===== src/acr_pkg.sv =====
// Package for the converter configuration and conversion result register bank.
package acr_pkg;

	// Register addresses on the internal register port.
	localparam logic [3:0]  ADDR_CONV_CFG      = 4'h3;
	localparam logic [3:0]  ADDR_CONV_RESULT   = 4'h4;

	// Converter configuration field positions.
	localparam int          AIN_BUF_LSB        = 8;
	localparam int          FIXED_ONE_BIT      = 6;
	localparam int          REF_SEL_LSB        = 4;

	// Values after reset and the configuration write mask.
	localparam logic [15:0] CONV_CFG_RESET     = 16'h0340;
	localparam logic [15:0] CONV_CFG_WMASK     = 16'h037F;
	localparam logic [23:0] CONV_RESULT_RESET  = 24'h00_0000;
	localparam logic [7:0]  STATUS_RESET       = 8'h00;

	// Result and status widths.
	localparam int          RESULT_W           = 24;
	localparam int          SHORT_W            = 16;
	localparam int          APPEND_W           = 32;

	// Reference source codes.
	typedef enum logic [1:0] {
		REF_EXTERNAL = 2'b00,
		REF_RESERVED = 2'b01,
		REF_INTERNAL = 2'b10,
		REF_SUPPLY   = 2'b11
	} acr_ref_t;

	// Decoded controls handed to the analog front end.
	typedef struct packed {
		logic       ain_buf_pos;
		logic       ain_buf_neg;
		logic       ref_external;
		logic       ref_internal;
		logic       ref_supply;
		logic [3:0] channel_active;
	} acr_ctrl_t;

	// Register port request.
	typedef struct packed {
		logic        wr;
		logic        rd;
		logic [3:0]  addr;
		logic [15:0] wdata;
	} acr_req_t;

endpackage : acr_pkg


===== src/acr_regs.sv =====
// Converter configuration register and conversion result register with read protection.
`timescale 1ns/100ps
// Behaviour
// - input buffer pair field bits 9:8, reset 3, decodes negative/positive enables.
// - reference select bits 5:4, reset 0, decodes external, internal or supply.
// - bits 1..3 enable the three low-voltage channels, reset zero.
// - bit 0 enables high-voltage channel 0, reset zero.
// - with all four enables zero, channel 0 counts as enabled.
// - read-only 24-bit result at address 4, reset zero, writes ignored.
// - each result read drives ready bit and ready pin high (inactive).
// - result can be read repeatedly until a new one replaces it.
// - no new result is loaded while a result read is in progress.
// - append-status mode makes result reads 32 bits with status after result, 24 bits in short-word mode.
// - short-word mode rounds result to 16 bits and presents 16 bits.
module acr_regs
	import acr_pkg::*;
(
	// Clock and reset.
	input  wire logic        mclk,
	input  wire logic        arst_n,
	// Register port from the serial interface.
	input  wire acr_req_t    req,
	input  wire logic        rd_busy,
	output logic [31:0]      rdata,
	output logic [5:0]       rd_len,
	// Interface configuration bits.
	input  wire logic        append_status,
	input  wire logic        short_word_length,
	// Conversion engine side.
	input  wire logic        conv_valid,
	input  wire logic [23:0] conv_data,
	input  wire logic [7:0]  status_in,
	output logic             conv_taken,
	// Status and decoded controls.
	output logic             ready_n,
	output logic             dout_ready_n,
	output acr_ctrl_t        ctrl
);

	// Round a full result to 16 bits, saturating at the top code.
	function automatic logic [15:0] round16(input logic [23:0] v);
		logic [16:0] s;
		s = {1'b0, v[23:8]} + {16'h0000, v[7]};
		round16 = s[16] ? 16'hFFFF : s[15:0];
	endfunction : round16

	logic [15:0] cfg_reg;
	logic [15:0] cfg_next;
	logic [23:0] result_reg;
	logic [23:0] result_next;
	logic [7:0]  status_reg;
	logic [7:0]  status_next;
	logic        ready_n_reg;
	logic        ready_n_next;
	logic        pend_reg;
	logic        pend_next;
	logic [23:0] pend_data_reg;
	logic [7:0]  pend_stat_reg;
	logic [31:0] rdata_reg;
	logic [31:0] rdata_next;
	logic [5:0]  rd_len_reg;
	logic [5:0]  rd_len_next;

	// Address decode for the two registers.
	wire         cfg_wr      = req.wr && (req.addr == ADDR_CONV_CFG);
	wire         cfg_rd      = req.rd && (req.addr == ADDR_CONV_CFG);
	wire         res_rd      = req.rd && (req.addr == ADDR_CONV_RESULT);
	wire         read_hold   = res_rd || rd_busy;
	// A fresh conversion beats a parked one, so a result that arrives on the release cycle is not lost.
	wire [23:0]  new_data    = (pend_reg && !conv_valid) ? pend_data_reg : conv_data;
	wire [7:0]   new_stat    = (pend_reg && !conv_valid) ? pend_stat_reg : status_in;
	wire         new_avail   = pend_reg || conv_valid;
	wire         load_result = new_avail && !read_hold;
	wire [23:0]  shaped      = short_word_length ? {8'h00, round16(new_data)} : new_data;
	wire [3:0]   chan_bits   = cfg_reg[3:0];

	// Configuration writes touch only writable bits; bit 7 and bits 15:10 stay zero.
	assign cfg_next = cfg_wr ? (req.wdata & CONV_CFG_WMASK) : cfg_reg;

	// Result loads a shaped word; register writes never reach it.
	assign result_next = load_result ? shaped : result_reg;
	assign status_next = load_result ? new_stat : status_reg;

	// A result that arrives during a read is parked and loaded after the read ends.
	assign pend_next = read_hold ? new_avail : 1'b0;

	// A read clears ready; a new load sets it, and no load happens in a read cycle, since the read parks it.
	assign ready_n_next = load_result ? 1'b0 : (res_rd ? 1'b1 : ready_n_reg);

	// Read data and length of the transfer.
	assign rdata_next = cfg_rd ? {16'h0000, cfg_reg}
		: res_rd ? (append_status ? (short_word_length ? {8'h00, result_reg[15:0], status_reg}
		                                              : {result_reg, status_reg})
		                          : {8'h00, result_reg})
		: 32'h0000_0000;
	assign rd_len_next = res_rd ? (append_status ? (short_word_length ? 6'd24 : 6'(APPEND_W))
		                                         : (short_word_length ? 6'(SHORT_W) : 6'(RESULT_W)))
		: (cfg_rd ? 6'd16 : 6'd0);

	// State registers.
	always_ff @(posedge mclk or negedge arst_n)
	begin
		if (!arst_n)
		begin
			cfg_reg       <= CONV_CFG_RESET;
			result_reg    <= CONV_RESULT_RESET;
			status_reg    <= STATUS_RESET;
			ready_n_reg   <= 1'b1;
			pend_reg      <= 1'b0;
			pend_data_reg <= CONV_RESULT_RESET;
			pend_stat_reg <= STATUS_RESET;
			rdata_reg     <= 32'h0000_0000;
			rd_len_reg    <= 6'd0;
		end
		else
		begin
			cfg_reg     <= cfg_next;
			result_reg  <= result_next;
			status_reg  <= status_next;
			ready_n_reg <= ready_n_next;
			pend_reg    <= pend_next;
			rdata_reg   <= rdata_next;
			rd_len_reg  <= rd_len_next;
			if (conv_valid)
			begin
				pend_data_reg <= conv_data;
				pend_stat_reg <= status_in;
			end
		end
	end

	// Outputs; the ready pin mirrors the ready bit outside of data shifting.
	assign rdata        = rdata_reg;
	assign rd_len       = rd_len_reg;
	assign ready_n      = ready_n_reg;
	assign dout_ready_n = ready_n_reg;
	assign conv_taken   = conv_valid;

	// Decoded front end controls; the host owns the internal reference enable.
	assign ctrl.ain_buf_neg    = cfg_reg[AIN_BUF_LSB];
	assign ctrl.ain_buf_pos    = cfg_reg[AIN_BUF_LSB + 1];
	assign ctrl.ref_external   = cfg_reg[REF_SEL_LSB +: 2] == REF_EXTERNAL;
	assign ctrl.ref_internal   = cfg_reg[REF_SEL_LSB +: 2] == REF_INTERNAL;
	assign ctrl.ref_supply     = cfg_reg[REF_SEL_LSB +: 2] == REF_SUPPLY;
	assign ctrl.channel_active = (chan_bits == 4'h0) ? 4'h1 : chan_bits;

	// Checks.
	chk_chan_default: assert property (@(posedge mclk) disable iff (!arst_n)
		(cfg_reg[3:0] == 4'h0) |-> ctrl.channel_active == 4'h1) else $error("channel 0 not defaulted");
	chk_chan_direct: assert property (@(posedge mclk) disable iff (!arst_n)
		(cfg_reg[3:0] != 4'h0) |-> ctrl.channel_active == cfg_reg[3:0]) else $error("channel enables wrong");
	chk_buf_decode: assert property (@(posedge mclk) disable iff (!arst_n)
		{ctrl.ain_buf_pos, ctrl.ain_buf_neg} == cfg_reg[9:8]) else $error("buffer decode wrong");
	chk_ref_decode: assert property (@(posedge mclk) disable iff (!arst_n)
		(cfg_reg[5:4] == 2'b10) |-> ctrl.ref_internal && !ctrl.ref_external && !ctrl.ref_supply)
		else $error("reference decode wrong");
	chk_bit7_zero: assert property (@(posedge mclk) disable iff (!arst_n)
		cfg_reg[7] == 1'b0 && cfg_reg[15:10] == 6'h00) else $error("reserved bits set");
	chk_result_write: assert property (@(posedge mclk) disable iff (!arst_n)
		(req.wr && req.addr == ADDR_CONV_RESULT && !new_avail) |=> $stable(result_reg))
		else $error("result changed by write");
	chk_read_ready: assert property (@(posedge mclk) disable iff (!arst_n)
		(res_rd && !load_result) |=> ready_n && dout_ready_n) else $error("ready not cleared on read");
	chk_read_block: assert property (@(posedge mclk) disable iff (!arst_n)
		(rd_busy && !res_rd) |=> $stable(result_reg)) else $error("result updated during read");
	chk_read_repeat: assert property (@(posedge mclk) disable iff (!arst_n)
		(res_rd && !new_avail) ##1 (res_rd && !new_avail) |=> $stable(rdata)) else $error("repeat read differs");
	chk_append_len: assert property (@(posedge mclk) disable iff (!arst_n)
		(res_rd && append_status && !short_word_length) |=> rd_len == 6'd32 && rdata[7:0] == $past(status_reg))
		else $error("append length wrong");
	chk_short_len: assert property (@(posedge mclk) disable iff (!arst_n)
		(res_rd && !append_status && short_word_length) |=> rd_len == 6'd16 && rdata[31:16] == 16'h0000)
		else $error("short length wrong");

	// The remaining reference codes must each select exactly one source, or none for the reserved code.
	// A stray second source would tie two reference nodes together in the front end.
	chk_ref_external: assert property (@(posedge mclk) disable iff (!arst_n)
		(cfg_reg[5:4] == 2'b00) |-> ctrl.ref_external && !ctrl.ref_internal && !ctrl.ref_supply)
		else $error("external reference decode wrong");
	chk_ref_supply: assert property (@(posedge mclk) disable iff (!arst_n)
		(cfg_reg[5:4] == 2'b11) |-> ctrl.ref_supply && !ctrl.ref_external && !ctrl.ref_internal)
		else $error("supply reference decode wrong");
	chk_ref_reserved: assert property (@(posedge mclk) disable iff (!arst_n)
		(cfg_reg[5:4] == 2'b01) |-> !ctrl.ref_supply && !ctrl.ref_external && !ctrl.ref_internal)
		else $error("reserved reference selects a source");

	// At least one channel is always converted, whatever software wrote.
	chk_chan_nonzero: assert property (@(posedge mclk) disable iff (!arst_n)
		ctrl.channel_active != 4'h0)
		else $error("no channel active");

	// A configuration write lands whole in the next cycle, masked to the writable bits.
	chk_cfg_write: assert property (@(posedge mclk) disable iff (!arst_n)
		cfg_wr |=> cfg_reg == ($past(req.wdata) & CONV_CFG_WMASK))
		else $error("configuration write lost");

	// The ready pin and the ready bit never disagree outside of shifting.
	chk_ready_pin: assert property (@(posedge mclk) disable iff (!arst_n)
		dout_ready_n == ready_n)
		else $error("ready pin differs from ready bit");

	// Every load announces itself by pulling ready low in the next cycle.
	chk_load_ready: assert property (@(posedge mclk) disable iff (!arst_n)
		load_result |=> !ready_n)
		else $error("ready not set by load");

	// A full-length load stores the incoming word unchanged.
	chk_load_value: assert property (@(posedge mclk) disable iff (!arst_n)
		(load_result && !short_word_length) |=> result_reg == $past(new_data))
		else $error("loaded result wrong");

	// A short load never leaves anything in the upper byte.
	chk_short_round: assert property (@(posedge mclk) disable iff (!arst_n)
		(load_result && short_word_length) |=> result_reg[23:16] == 8'h00)
		else $error("short result too wide");

	// A result arriving during a read is parked rather than dropped.
	chk_park_hold: assert property (@(posedge mclk) disable iff (!arst_n)
		(new_avail && read_hold) |=> pend_reg)
		else $error("result dropped during read");

	// Once the read ends, the parked word is loaded in the very next cycle unless a fresh conversion arrives then.
	chk_park_release: assert property (@(posedge mclk) disable iff (!arst_n)
		(pend_reg && !read_hold && !conv_valid && !short_word_length) |=> !pend_reg && result_reg == $past(pend_data_reg))
		else $error("parked result not released");

	// Reads of unmapped addresses answer with nothing to shift.
	chk_unmapped_read: assert property (@(posedge mclk) disable iff (!arst_n)
		(req.rd && req.addr != ADDR_CONV_CFG && req.addr != ADDR_CONV_RESULT) |=> rdata == 32'h0000_0000 && rd_len == 6'd0)
		else $error("unmapped read not empty");

	// The configuration register is always shifted as one 16-bit word.
	chk_cfg_len: assert property (@(posedge mclk) disable iff (!arst_n)
		cfg_rd |=> rd_len == 6'd16 && rdata[31:16] == 16'h0000)
		else $error("configuration read length wrong");

	// A plain result read is 24 bits with nothing above them.
	chk_plain_len: assert property (@(posedge mclk) disable iff (!arst_n)
		(res_rd && !append_status && !short_word_length) |=> rd_len == 6'd24 && rdata[31:24] == 8'h00)
		else $error("plain result length wrong");

	// Short words with status make a 24-bit transfer, status last.
	chk_short_append: assert property (@(posedge mclk) disable iff (!arst_n)
		(res_rd && append_status && short_word_length) |=> rd_len == 6'd24 && rdata[31:24] == 8'h00)
		else $error("short append length wrong");

	// Conversions are always accepted; parking handles the read collision.
	chk_taken_echo: assert property (@(posedge mclk) disable iff (!arst_n)
		conv_taken == conv_valid)
		else $error("conversion not accepted");

	// Main scenarios worth seeing at least once.
	cov_parked: cover property (@(posedge mclk) disable iff (!arst_n) conv_valid && rd_busy ##[1:20] load_result);
	cov_release_tie: cover property (@(posedge mclk) disable iff (!arst_n) pend_reg && !read_hold && conv_valid);
	cov_append: cover property (@(posedge mclk) disable iff (!arst_n) res_rd && append_status);
	cov_short: cover property (@(posedge mclk) disable iff (!arst_n) load_result && short_word_length);
	cov_default: cover property (@(posedge mclk) disable iff (!arst_n) cfg_wr && req.wdata[3:0] == 4'h0);

endmodule : acr_regs


===== config.mk =====
export PLATFORM = sky130hd
export DESIGN_NAME = acr_regs
export DESIGN_NICKNAME = d
export VERILOG_FILES = /design/src/acr_pkg.sv /design/src/acr_regs.sv
export SDC_FILE = /design/constraint.sdc
export NUM_CORES = 1
export LEC_CHECK = 0
export BUFFER_PORTS_ARGS = -buffer_cell sky130_fd_sc_hd__buf_2
export CAP_MARGIN = 20
export CELL_PAD_IN_SITES_DETAIL_PLACEMENT = 1
export CELL_PAD_IN_SITES_GLOBAL_PLACEMENT = 2
export CORE_ASPECT_RATIO = 0.7
export CORE_MARGIN = 2
export CORE_UTILIZATION = 37
export DETAILED_ROUTE_END_ITERATION = 7
export GPL_ROUTABILITY_DRIVEN = 0
export MAX_ROUTING_LAYER = met4
export PLACE_DENSITY_LB_ADDON = 0.1
export REMOVE_ABC_BUFFERS = 1
export SETUP_SLACK_MARGIN = 0.2
export SYNTH_ARGS = -nofsm -noshare
export SYNTH_HDL_FRONTEND = slang
export SYNTH_SLANG_ARGS = --single-unit

===== constraint.sdc =====
create_clock -name mclk -period 8.63 [get_ports mclk]
set_input_delay 0.863 -clock mclk [delete_from_list [all_inputs] [get_ports mclk]]
set_output_delay 0.863 -clock mclk [all_outputs]
set_load 0.01 [all_outputs]

# --- Yosys cells after proc, flatten, opt, wreduce, memory -nomap -nowiden ---
# Cells that the tools add are included.
# Widths: inputs -> output; s select.
op_classes:
  shifts: 0
  div: 0
  n_reduce_logical: 12
  n_eq_ne: 4
  n_bitwise: 0
  add_sub_neg: 1
  mux: 17
  mul: 0
  n_lt_le_gt_ge: 0
op_table:
  columns: ["op", "n"]
  rows:
  - ["$mux 32", 4]
  - ["$mux 24", 2]
  - ["$mux 6", 3]
  - ["$add 16x1->17", 1]
  - ["$mux 16", 1]
  - ["$mux 4", 2]
  - ["$mux 8", 1]
  - ["$logic_and 1x1->1", 5]
  - ["$mux 5", 1]
  - ["$eq 2x2->1 const B", 2]
  - ["$eq 4x2->1 const B", 1]
  - ["$eq 4x3->1 const B", 1]
  - ["$logic_not 4->1", 1]
  - ["$mux 1", 3]
  - ["$logic_not 1->1", 2]
  - ["$logic_not 2->1", 1]
  - ["$logic_or 1x1->1", 2]
  - ["$reduce_bool 2->1", 1]
word_totals:
  out_inout_bits: 50
  memories: 0
  input_bits: 60
  elab_cells: 43
  rom_bits: 0
  mem_bits_rw: 0
  latchBits: 0
  ff_bits: 113

# --- Longest topological paths before layout ---
# Gate-level depths: netlist of run 1.
logic_depth:
  ltp_word: 6
  mapped_depth: 15
  ltp_nobuf: 10

# --- Worst setup path before layout of run 1 ---
# OpenSTA, ideal clock, no wires.
synth_path:
  path_type: "input-to-reg"
  startpoint: "in conv_valid"
  endpoint: "reg result_reg[12]"
  arrival_time_ps: 3207
  stages: 14
  path_slack_ps: 5302
  n_path_buf: 4
  required_time_ps: 8509
  setup_ps: 121
  path_cell_list: "buf_6 nor2b_4 buf_6 buf_4 clkbuf_1 nand2_1 nand2_1 ha_1 nand4_1 o32ai_2 nand4_1 or3b_1 a31oi_1 nor2_1"
synth_between:
  elab_chain_len: 6
  elab_cells_between_ends: 8
  classes_between: "add/sub (1); mux (3); reduce/logical (4)"
synth_lines:
  columns: ["item", "line", "rtl"]
  rows:
  - ["start, declared", "acr_regs.sv:30", "input wire logic conv_valid,"]
  - ["$logic_not 1->1", "acr_regs.sv:70", "wire [23:0] new_data = (pend_reg && !conv_valid) ? pend_data_reg : conv_data;"]
  - ["$logic_and 1x1->1", "acr_regs.sv:70", null]
  - ["$mux 24", "acr_regs.sv:70", null]
  - ["$add 16x1->17", "acr_regs.sv:43", "s = {1'b0, v[23:8]} + {16'h0000, v[7]};"]
  - ["$mux 16", "acr_regs.sv:44", "round16 = s[16] ? 16'hFFFF : s[15:0];"]
  - ["$mux 24", "acr_regs.sv:74", "wire [23:0] shaped = short_word_length ? {8'h00, round16(new_data)} : new_data;"]
  - ["end signal, assigned", "acr_regs.sv:118", "result_reg <= result_next;"]
  - ["end, declared", "acr_regs.sv:49", "logic [23:0] result_reg;"]
# Several ways; a longest one is shown, not always the timed one.
# A chain may end at the register's enable or synchronous reset.

# --- Worst setup path after layout of run 1 ---
layout_path:
  startpoint: "in conv_valid"
  endpoint: "reg result_reg[6]"
# Same word-level chain as after synthesis.

==> impl_metrics.tcl, run 1 <==
set metrics [dict create \
    worstPathRequired_ns 8.91 \
    drt-total-wl_um 14200 \
    netlist_instances 513 \
    global_route.usage.total 0.200 \
    synth_area_in_simple_gates 0.163 \
    path_depth 12 \
    grt_antenna_before_repair 0 \
    worst_hold_path_type "primary input to asynchronous set/reset pin" \
    timing.reg2reg.setup_slack_ns 5.21 \
    grt_first_pass_wirelength_um 23400 \
    power.internal_mw 0.856 \
    slew_viol_final 0 \
    nFillCells 1598 \
    netlist.area_leader.share 0.497 \
    synth-edff-count 0 \
    synth_fa_ha_area_frac 0.00469 \
    worstSetupEndpointType "register" \
    max_reg_flops 32 \
    timing.final.hold_violations 0 \
    ys_warn_count 0 \
    synth_top_cells_by_area "dfrtp_1 50%, mux2_2 8.9%, mux2i_1 8.1%" \
    leakagePower_nw 2.96 \
    power.clock.fraction 0.331 \
    max_freq_ghz 0.245 \
    max_slew.worst_pin.slew_ns 0.918 \
    fp-row-count 36 \
    final.setup_skew_ns 0.00850 \
    comb_power_share 0.162 \
    setup_total_negative_slack_ns 0 \
    ys_dominant_reg_cell "dfrtp_1" \
    clkSinkCount 110 \
    hpwl_after_detailed_placement_um 10300 \
    initial_cell_density_of_the_core 0.381 \
    ios 110 \
    clockRootBuffer "clkbuf_16" \
    syn_area_um2 5340 \
    overflow 0 \
    port_buffers 99 \
    main_combinational_cell_family_by_area_after_synthesis "multiplexers" \
    die_ht_um 104 \
    max_stage_delay_ns 0.73 \
    worst_skew_pair.late_latency_ns 0.35 \
    multiInputGateArea_um2 2370 \
    synth_compound_area_frac 0.0779 \
    timing.critical_path.cells "buf_2 -> buf_4 -> nand2b_4 -> nand2_1 -> nand2_1 -> ha_1 -> nand4_1 -> o32ai_2 -> nand4_1 -> o21ai_1 -> o22ai_1 -> o21ai_1" \
    die_footprint_um2 15400 \
    layout.area.seq_um2 2760 \
    synthArstFlopShare 1.00 \
    relSlewSlack 0.386 \
    route.detailed.drc 0 \
    detailedRoute.firstPassIterationCount 4 \
    layout_cell_share_with_drive_strength_beyond_1 0.295 \
    run_status "completed" \
    switching_component_of_the_power_mw 0.355 \
    synth.mux.area_fraction 0.182 \
    areaGrowthSynthToFinish_pct 15.9 \
    final_net_count 654 \
    reg2reg_from "pend_reg" \
    worst_setup_path_start_kind "primary input" \
    antenna-diode-count 0 \
    setup_ws_ns 4.55 \
    cpLargestDelayFamily "compound AO/OA/AOI/OAI gates" \
    timing_startpoint_of_the_critical_path "conv_valid" \
    drt_first_iter_violations 144 \
    postLayoutCoreUtil 0.442 \
    vdd.ir_drop.worst_uv 96.7 \
    clk_path_buf_depth 2 \
    worstPathMaxFanout 37 \
    grt_start_max_net_pins 69 \
    die_w_um 148 \
    cts-htree-levels 3 \
    grt_setup_unrepaired "false" \
    setup_viol 0 \
    path_class "primary input to register" \
    worst-path-buf-inv 2 \
    seq_power_share 0.507 \
    flop_and_latch_count_out_of_synthesis 110 \
    drt-wirelength-per-cell_um 18.1 \
    timing.rr.end "result_reg[6]" \
    power-per-cell-area_nw_per_um2 196 \
    cap_viol_max_count 0 \
    path_clk_slew_ns 0.08 \
    post_synth_xor_area_fraction 0.0148 \
    first_global_vias 4311 \
    postRouteAntennaNets 0 \
    place_ws_ns 4.18 \
    cts_repair_resize_count 0 \
    synthesis.area_per_instance_um2 10.4 \
    power_switching_share 0.294 \
    timing.final.crit_share 0.473 \
    critPathCapture "result_reg[6]" \
    synth.most_common_cell "dfrtp_1" \
    period_needed_ns 4.08 \
    cts_tree "built" \
    routed_via_density 5.11 \
    tritoncts.num_buffers 9 \
    cts_setup_buffers 0 \
    critPathArrivalTime_ns 4.36 \
    top_cell_type_by_total_area_after_synthesis "dfrtp_1" \
    final_cell_count_no_fill 786 \
    design_power_total_mw 1.21 \
    cpMaxStageDelayCell "o21ai_1" \
    dpl.cell_count 771 \
    core_um2 14000 \
    ys_types 48 \
    synth.top_cells.by_count "106 x dfrtp_1, 87 x nand2_1, 58 x nor2_1" \
    r2r_worst_path_depth 10 \
    dr_total_vias 4013 \
    synth_sequential_area_ratio 0.517 \
    holdBufCountCts 0 \
]
## metal layers
layer / up-vias / global-route usage / wire length, um / share of wire
met5: - / - / 0 / 0
met3: 10 / 0.0434 / 627 / 0.044
met2: 86 / 0.298 / 6160 / 0.43
li1: 1922 / - / - / -
met4: 0 / 0.0371 / 94 / 0.0066
met1: 1995 / 0.284 / 7360 / 0.52
## area by class of cell
type / instances / share of cell area
Clock buffer: 9 / 0.0364
Inverter: 1 / 0.000607
Clock inverter: 6 / 0.00870
Multi-Input combinational cell: 366 / 0.383
Sequential cell: 110 / 0.446
Tap cell: 190 / 0.0384
Timing Repair Buffer: 104 / 0.0866
## worst min-delay path by stage
| stage | startpoint | endpoint | cells past startpoint |
|---|---|---|---|
| detailed placement | result_reg[21] | result_reg[21] | 2 |
| finish | arst_n | rdata[27] | 1 |
| floorplan | cfg_reg[0] | rdata[0] | 2 |
| global route | arst_n | rdata[20] | 1 |
| CTS | arst_n | rdata[27] | 1 |
| global placement | result_reg[21] | result_reg[21] | 2 |
## placed cells by master, fill, tap and decap left out, types with 3 or more instances in the layout
cell type | Yosys | final
a21oi_1 | 9 | 9
a31oi_1 | 11 | 11
and2_1 | 10 | 10
and3_1 | 8 | 8
buf_2 | 6 | 98
buf_4 | 9 | 6
clkbuf_16 | 0 | 9
clkinvlp_4 | 0 | 3
conb_1 | 1 | 3
dfrtp_1 | 106 | 106
dfstp_2 | 4 | 4
mux2_2 | 42 | 42
mux2i_1 | 43 | 43
nand2_1 | 87 | 87
nand3_1 | 3 | 3
nand4_1 | 5 | 5
nor2_1 | 58 | 58
nor3_1 | 5 | 4
o21ai_0 | 22 | 22
o21ai_1 | 9 | 9
o22ai_1 | 7 | 7
o31ai_1 | 7 | 7
or3_1 | 3 | 3
xnor2_1 | 4 | 4
xor2_1 | 5 | 5
## metrics by stage
| stage | hold slack [ns] | cell area [um2] |
|---|---|---|
| after floorplan | 0.459 | 5130 |
| after global placement | 0.486 | 5910 |
| after detailed placement | 0.488 | 5910 |
| after CTS | 0.506 | 6190 |
| after global routing | 0.523 | 6190 |
| final | 0.492 | 6190 |
## kinds of logic (layout without fill, tap and decap cells)
logic type	count (synthesis)	after routing
AO/OA/AOI/OAI	70	70
other	1	3
multiplexers	89	89
adder cells (fa/ha/maj)	2	2
AND/OR/NAND/NOR	193	193
XOR/XNOR	9	9
buffers and inverters	39	120
flip-flops	110	110
## power groups by stage
| stage | clock network, mW | logic, mW | registers, mW |
|---|---|---|---|
| floorplan | 0 | 0.115 | 0.612 |
| global placement | 0 | 0.193 | 0.622 |
| detailed placement | 0 | 0.199 | 0.625 |
| CTS | 0.414 | 0.200 | 0.615 |
| global route | 0.435 | 0.221 | 0.623 |
| finish | 0.401 | 0.197 | 0.614 |
(Power assumes the default switching activity.)
==> run 2: changes to the inputs <==
--- a/config.mk
+++ b/config.mk
@@ -5,13 +5,14 @@
 export SDC_FILE = /design/constraint.sdc
 export NUM_CORES = 1
 export LEC_CHECK = 0
+export ABC_AREA = 1
 export BUFFER_PORTS_ARGS = -buffer_cell sky130_fd_sc_hd__buf_2
 export CAP_MARGIN = 20
 export CELL_PAD_IN_SITES_DETAIL_PLACEMENT = 1
 export CELL_PAD_IN_SITES_GLOBAL_PLACEMENT = 2
 export CORE_ASPECT_RATIO = 0.7
 export CORE_MARGIN = 2
-export CORE_UTILIZATION = 37
+export CORE_UTILIZATION = 29
 export DETAILED_ROUTE_END_ITERATION = 7
 export GPL_ROUTABILITY_DRIVEN = 0
 export MAX_ROUTING_LAYER = met4
==> constraint.sdc (replaced) <==
create_clock -name mclk -period 3.5 [get_ports mclk]
set_input_delay 0.35 -clock mclk [delete_from_list [all_inputs] [get_ports mclk]]
set_output_delay 0.35 -clock mclk [all_outputs]
set_load 0.01 [all_outputs]
==> impl_metrics.tcl, run 2 <==
set metrics [dict create \
    run_status "completed" \
    timing.critical_path.cells "nand2_4 -> buf_4 -> nand2_1 -> nand2_1 -> nor2_1 -> nand2_1 -> nor2_8 -> nand3_4 -> nand2_4 -> o21ai_1 -> nand2_1" \
    synth.most_common_cell "nand2_1" \
    max_stage_delay_ns 0.64 \
    final_cell_mix "226 x nand2_1, 106 x dfrtp_1, 98 x buf_2" \
    setup_ws_ns 0.999 \
    cap_viol_max_count 0 \
    netlist.area_leader.share 0.469 \
    netlist_instances 723 \
    grt_start_max_net_pins 58 \
    die_ht_um 121 \
    synthArstFlopShare 1.00 \
    setup_total_negative_slack_ns 0 \
    worstPathMaxFanout 23 \
    cts_repair_resize_count 0 \
    cpLargestDelayFamily "simple AND/OR/NAND/NOR gates" \
    design_power_total_mw 3.05 \
    cpMaxStageDelayCell "dfrtp_1" \
    die_footprint_um2 20700 \
    path_clk_slew_ns 0.08 \
    drt-wirelength-per-cell_um 16.5 \
    die_w_um 171 \
    port_buffers 99 \
    initial_cell_density_of_the_core 0.297 \
    grt_setup_unrepaired "false" \
    synth_sequential_area_ratio 0.488 \
    overflow 0 \
    multiInputGateArea_um2 2310 \
    first_global_vias 5111 \
    nFillCells 2337 \
    critPathArrivalTime_ns 2.79 \
    placedInstanceArea_um2 6300 \
    grt_antenna_before_repair 0 \
    areaGrowthSynthToFinish_pct 16.6 \
    final_net_count 861 \
    grt_first_pass_wirelength_um 28700 \
    fp-row-count 42 \
    layout.cells.most_common "nand2_1" \
    synth_top_cells_by_area "dfrtp_1 47%, nand2_1 15%, inv_1 5.2%" \
    timing.critical_path.mode_cell "nand2_1" \
    synthesis.area_per_instance_um2 7.82 \
    worst_setup_path_start_kind "register" \
    ios 110 \
    ys_warn_count 0 \
    postRouteAntennaNets 0 \
    layout_cell_share_with_drive_strength_beyond_1 0.206 \
    global_route.usage.total 0.186 \
    max_freq_ghz 0.400 \
    clockRootBuffer "clkbuf_16" \
    dr_total_vias 4925 \
    place_ws_ns 0.965 \
    relSlewSlack 0.445 \
    worstSetupEndpointType "register" \
    final.setup_skew_ns 0.0101 \
    synth-edff-count 0 \
    max_slew.worst_pin.slew_ns 0.831 \
    drt-total-wl_um 17600 \
    worst_skew_pair.late_latency_ns 0.36 \
    synth.top_cells.by_count "226 x nand2_1, 106 x dfrtp_1, 78 x inv_1" \
    flop_and_latch_count_out_of_synthesis 110 \
    core_um2 19000 \
    cts-htree-levels 3 \
    route.detailed.drc 0 \
    clk_path_buf_depth 2 \
    design_area_um2 6590 \
    hpwl_after_detailed_placement_um 13000 \
    timing.final.hold_violations 0 \
    vdd.ir_drop.worst_uv 248 \
    max_reg_flops 32 \
    worstPathRequired_ns 3.79 \
    top_cell_type_by_total_area_after_synthesis "dfrtp_1" \
    leakagePower_nw 3.46 \
    setup_viol 0 \
    holdBufCountCts 0 \
    clkSinkCount 110 \
    power-per-cell-area_nw_per_um2 462 \
    cts_tree "built" \
    path_class "register to register" \
    antenna-diode-count 0 \
    cts_setup_buffers 0 \
    tritoncts.num_buffers 9 \
    worst-path-buf-inv 1 \
    ys_types 38 \
    ys_dominant_reg_cell "dfrtp_1" \
    drt_first_iter_violations 228 \
    timing.final.crit_share 0.715 \
    worst_hold_path_type "primary input to asynchronous set/reset pin" \
    layout.area.seq_um2 2760 \
    routed_via_density 4.61 \
    period_needed_ns 2.50 \
    slew_viol_final 0 \
    hold-worst-slack_ns 0.0295 \
    detailedRoute.firstPassIterationCount 4 \
    syn_area_um2 5660 \
]
-- run 2: cell types whose count changed after synthesis, sizes merged, moves of 11 or more --
cell | previous run | this run
a21oi | 9 | 35
and2 | 11 | 0
inv | 1 | 82
mux2 | 43 | 0
mux2i | 46 | 0
nand2 | 87 | 241
nand3 | 4 | 41
o21ai | 31 | 65
-- run 2: final timing paths --
| kind | end | cells after the start | slack, ns | from |
|---|---|---|---|---|
| max in group asynchronous | pend_data_reg[17] | 2 | 2.66 | arst_n |
| setup / recovery | result_reg[13] | 11 | 1.0 | pend_reg |
| hold reg to reg | cfg_reg[6] | 2 | 0.48 | cfg_reg[6] |
| hold / removal | rdata[31] | 1 | 0.03 | arst_n |
| min in group mclk | pend_stat_reg[5] | 3 | 0.21 | status_in[5] |
| setup reg to reg | result_reg[13] | 11 | 1.0 | pend_reg |
-- run 2: report_power, final --
| group | internal (mW) | switching (mW) | total, mW |
|---|---|---|---|
| Combinational | 0.177 | 0.363 | 0.540 |
| Sequential | 1.40 | 0.0793 | 1.48 |
| Clock | 0.515 | 0.518 | 1.03 |
| Total | 2.09 | 0.961 | 3.05 |
-- run 2: area by class of cell --
cell class,count,share of cell area
flip-flops and latches,110,0.418
multi-input cells,486,0.350
repair buffers,109,0.0888
well taps,264,0.0501
inverters,83,0.0480
clock buffers,10,0.0362
clock inverters,6,0.00816
-- run 2: worst register-to-register path: stages (launching register included) --
cell and delay, ns:
dfrtp_1 0.64, nand2_4 0.27, buf_4 0.30, nand2_1 0.09, nand2_1 0.17, nor2_1 0.15
nand2_1 0.13, nor2_8 0.17, nand3_4 0.15, nand2_4 0.17, o21ai_1 0.12, nand2_1 0.07
-- run 2: metrics by stage --
stage,util,instances
2_1_floorplan,-,679
3_3_place_gp,0.331,1052
3_5_place_dp,0.331,1052
4_1_cts,0.347,1068
5_1_grt,0.347,1068
6_report,0.347,1068
-- run 2: kinds of logic (layout without fill, tap and decap cells) --
kind of cell | after synthesis | after routing | synth area share
AOI/OAI and AO/OA | 130 | 130 | 0.127
xor gates and xnor gates | 7 | 7 | 0.0108
adders and majority gates | 2 | 2 | 0.00442
buffers and inverters | 129 | 208 | 0.105
DFF | 110 | 110 | 0.488
other | 1 | 3 | 0.000663
and+or+nand+nor | 344 | 344 | 0.264
-- run 2: routing by layer --
metal,GRT usage,up-vias,part of all wire
li1,-,2421,-
met1,0.274,2434,0.52
met2,0.273,68,0.45
met3,0.0311,2,0.028
met4,0.0286,0,0.0026
met5,-,-,0
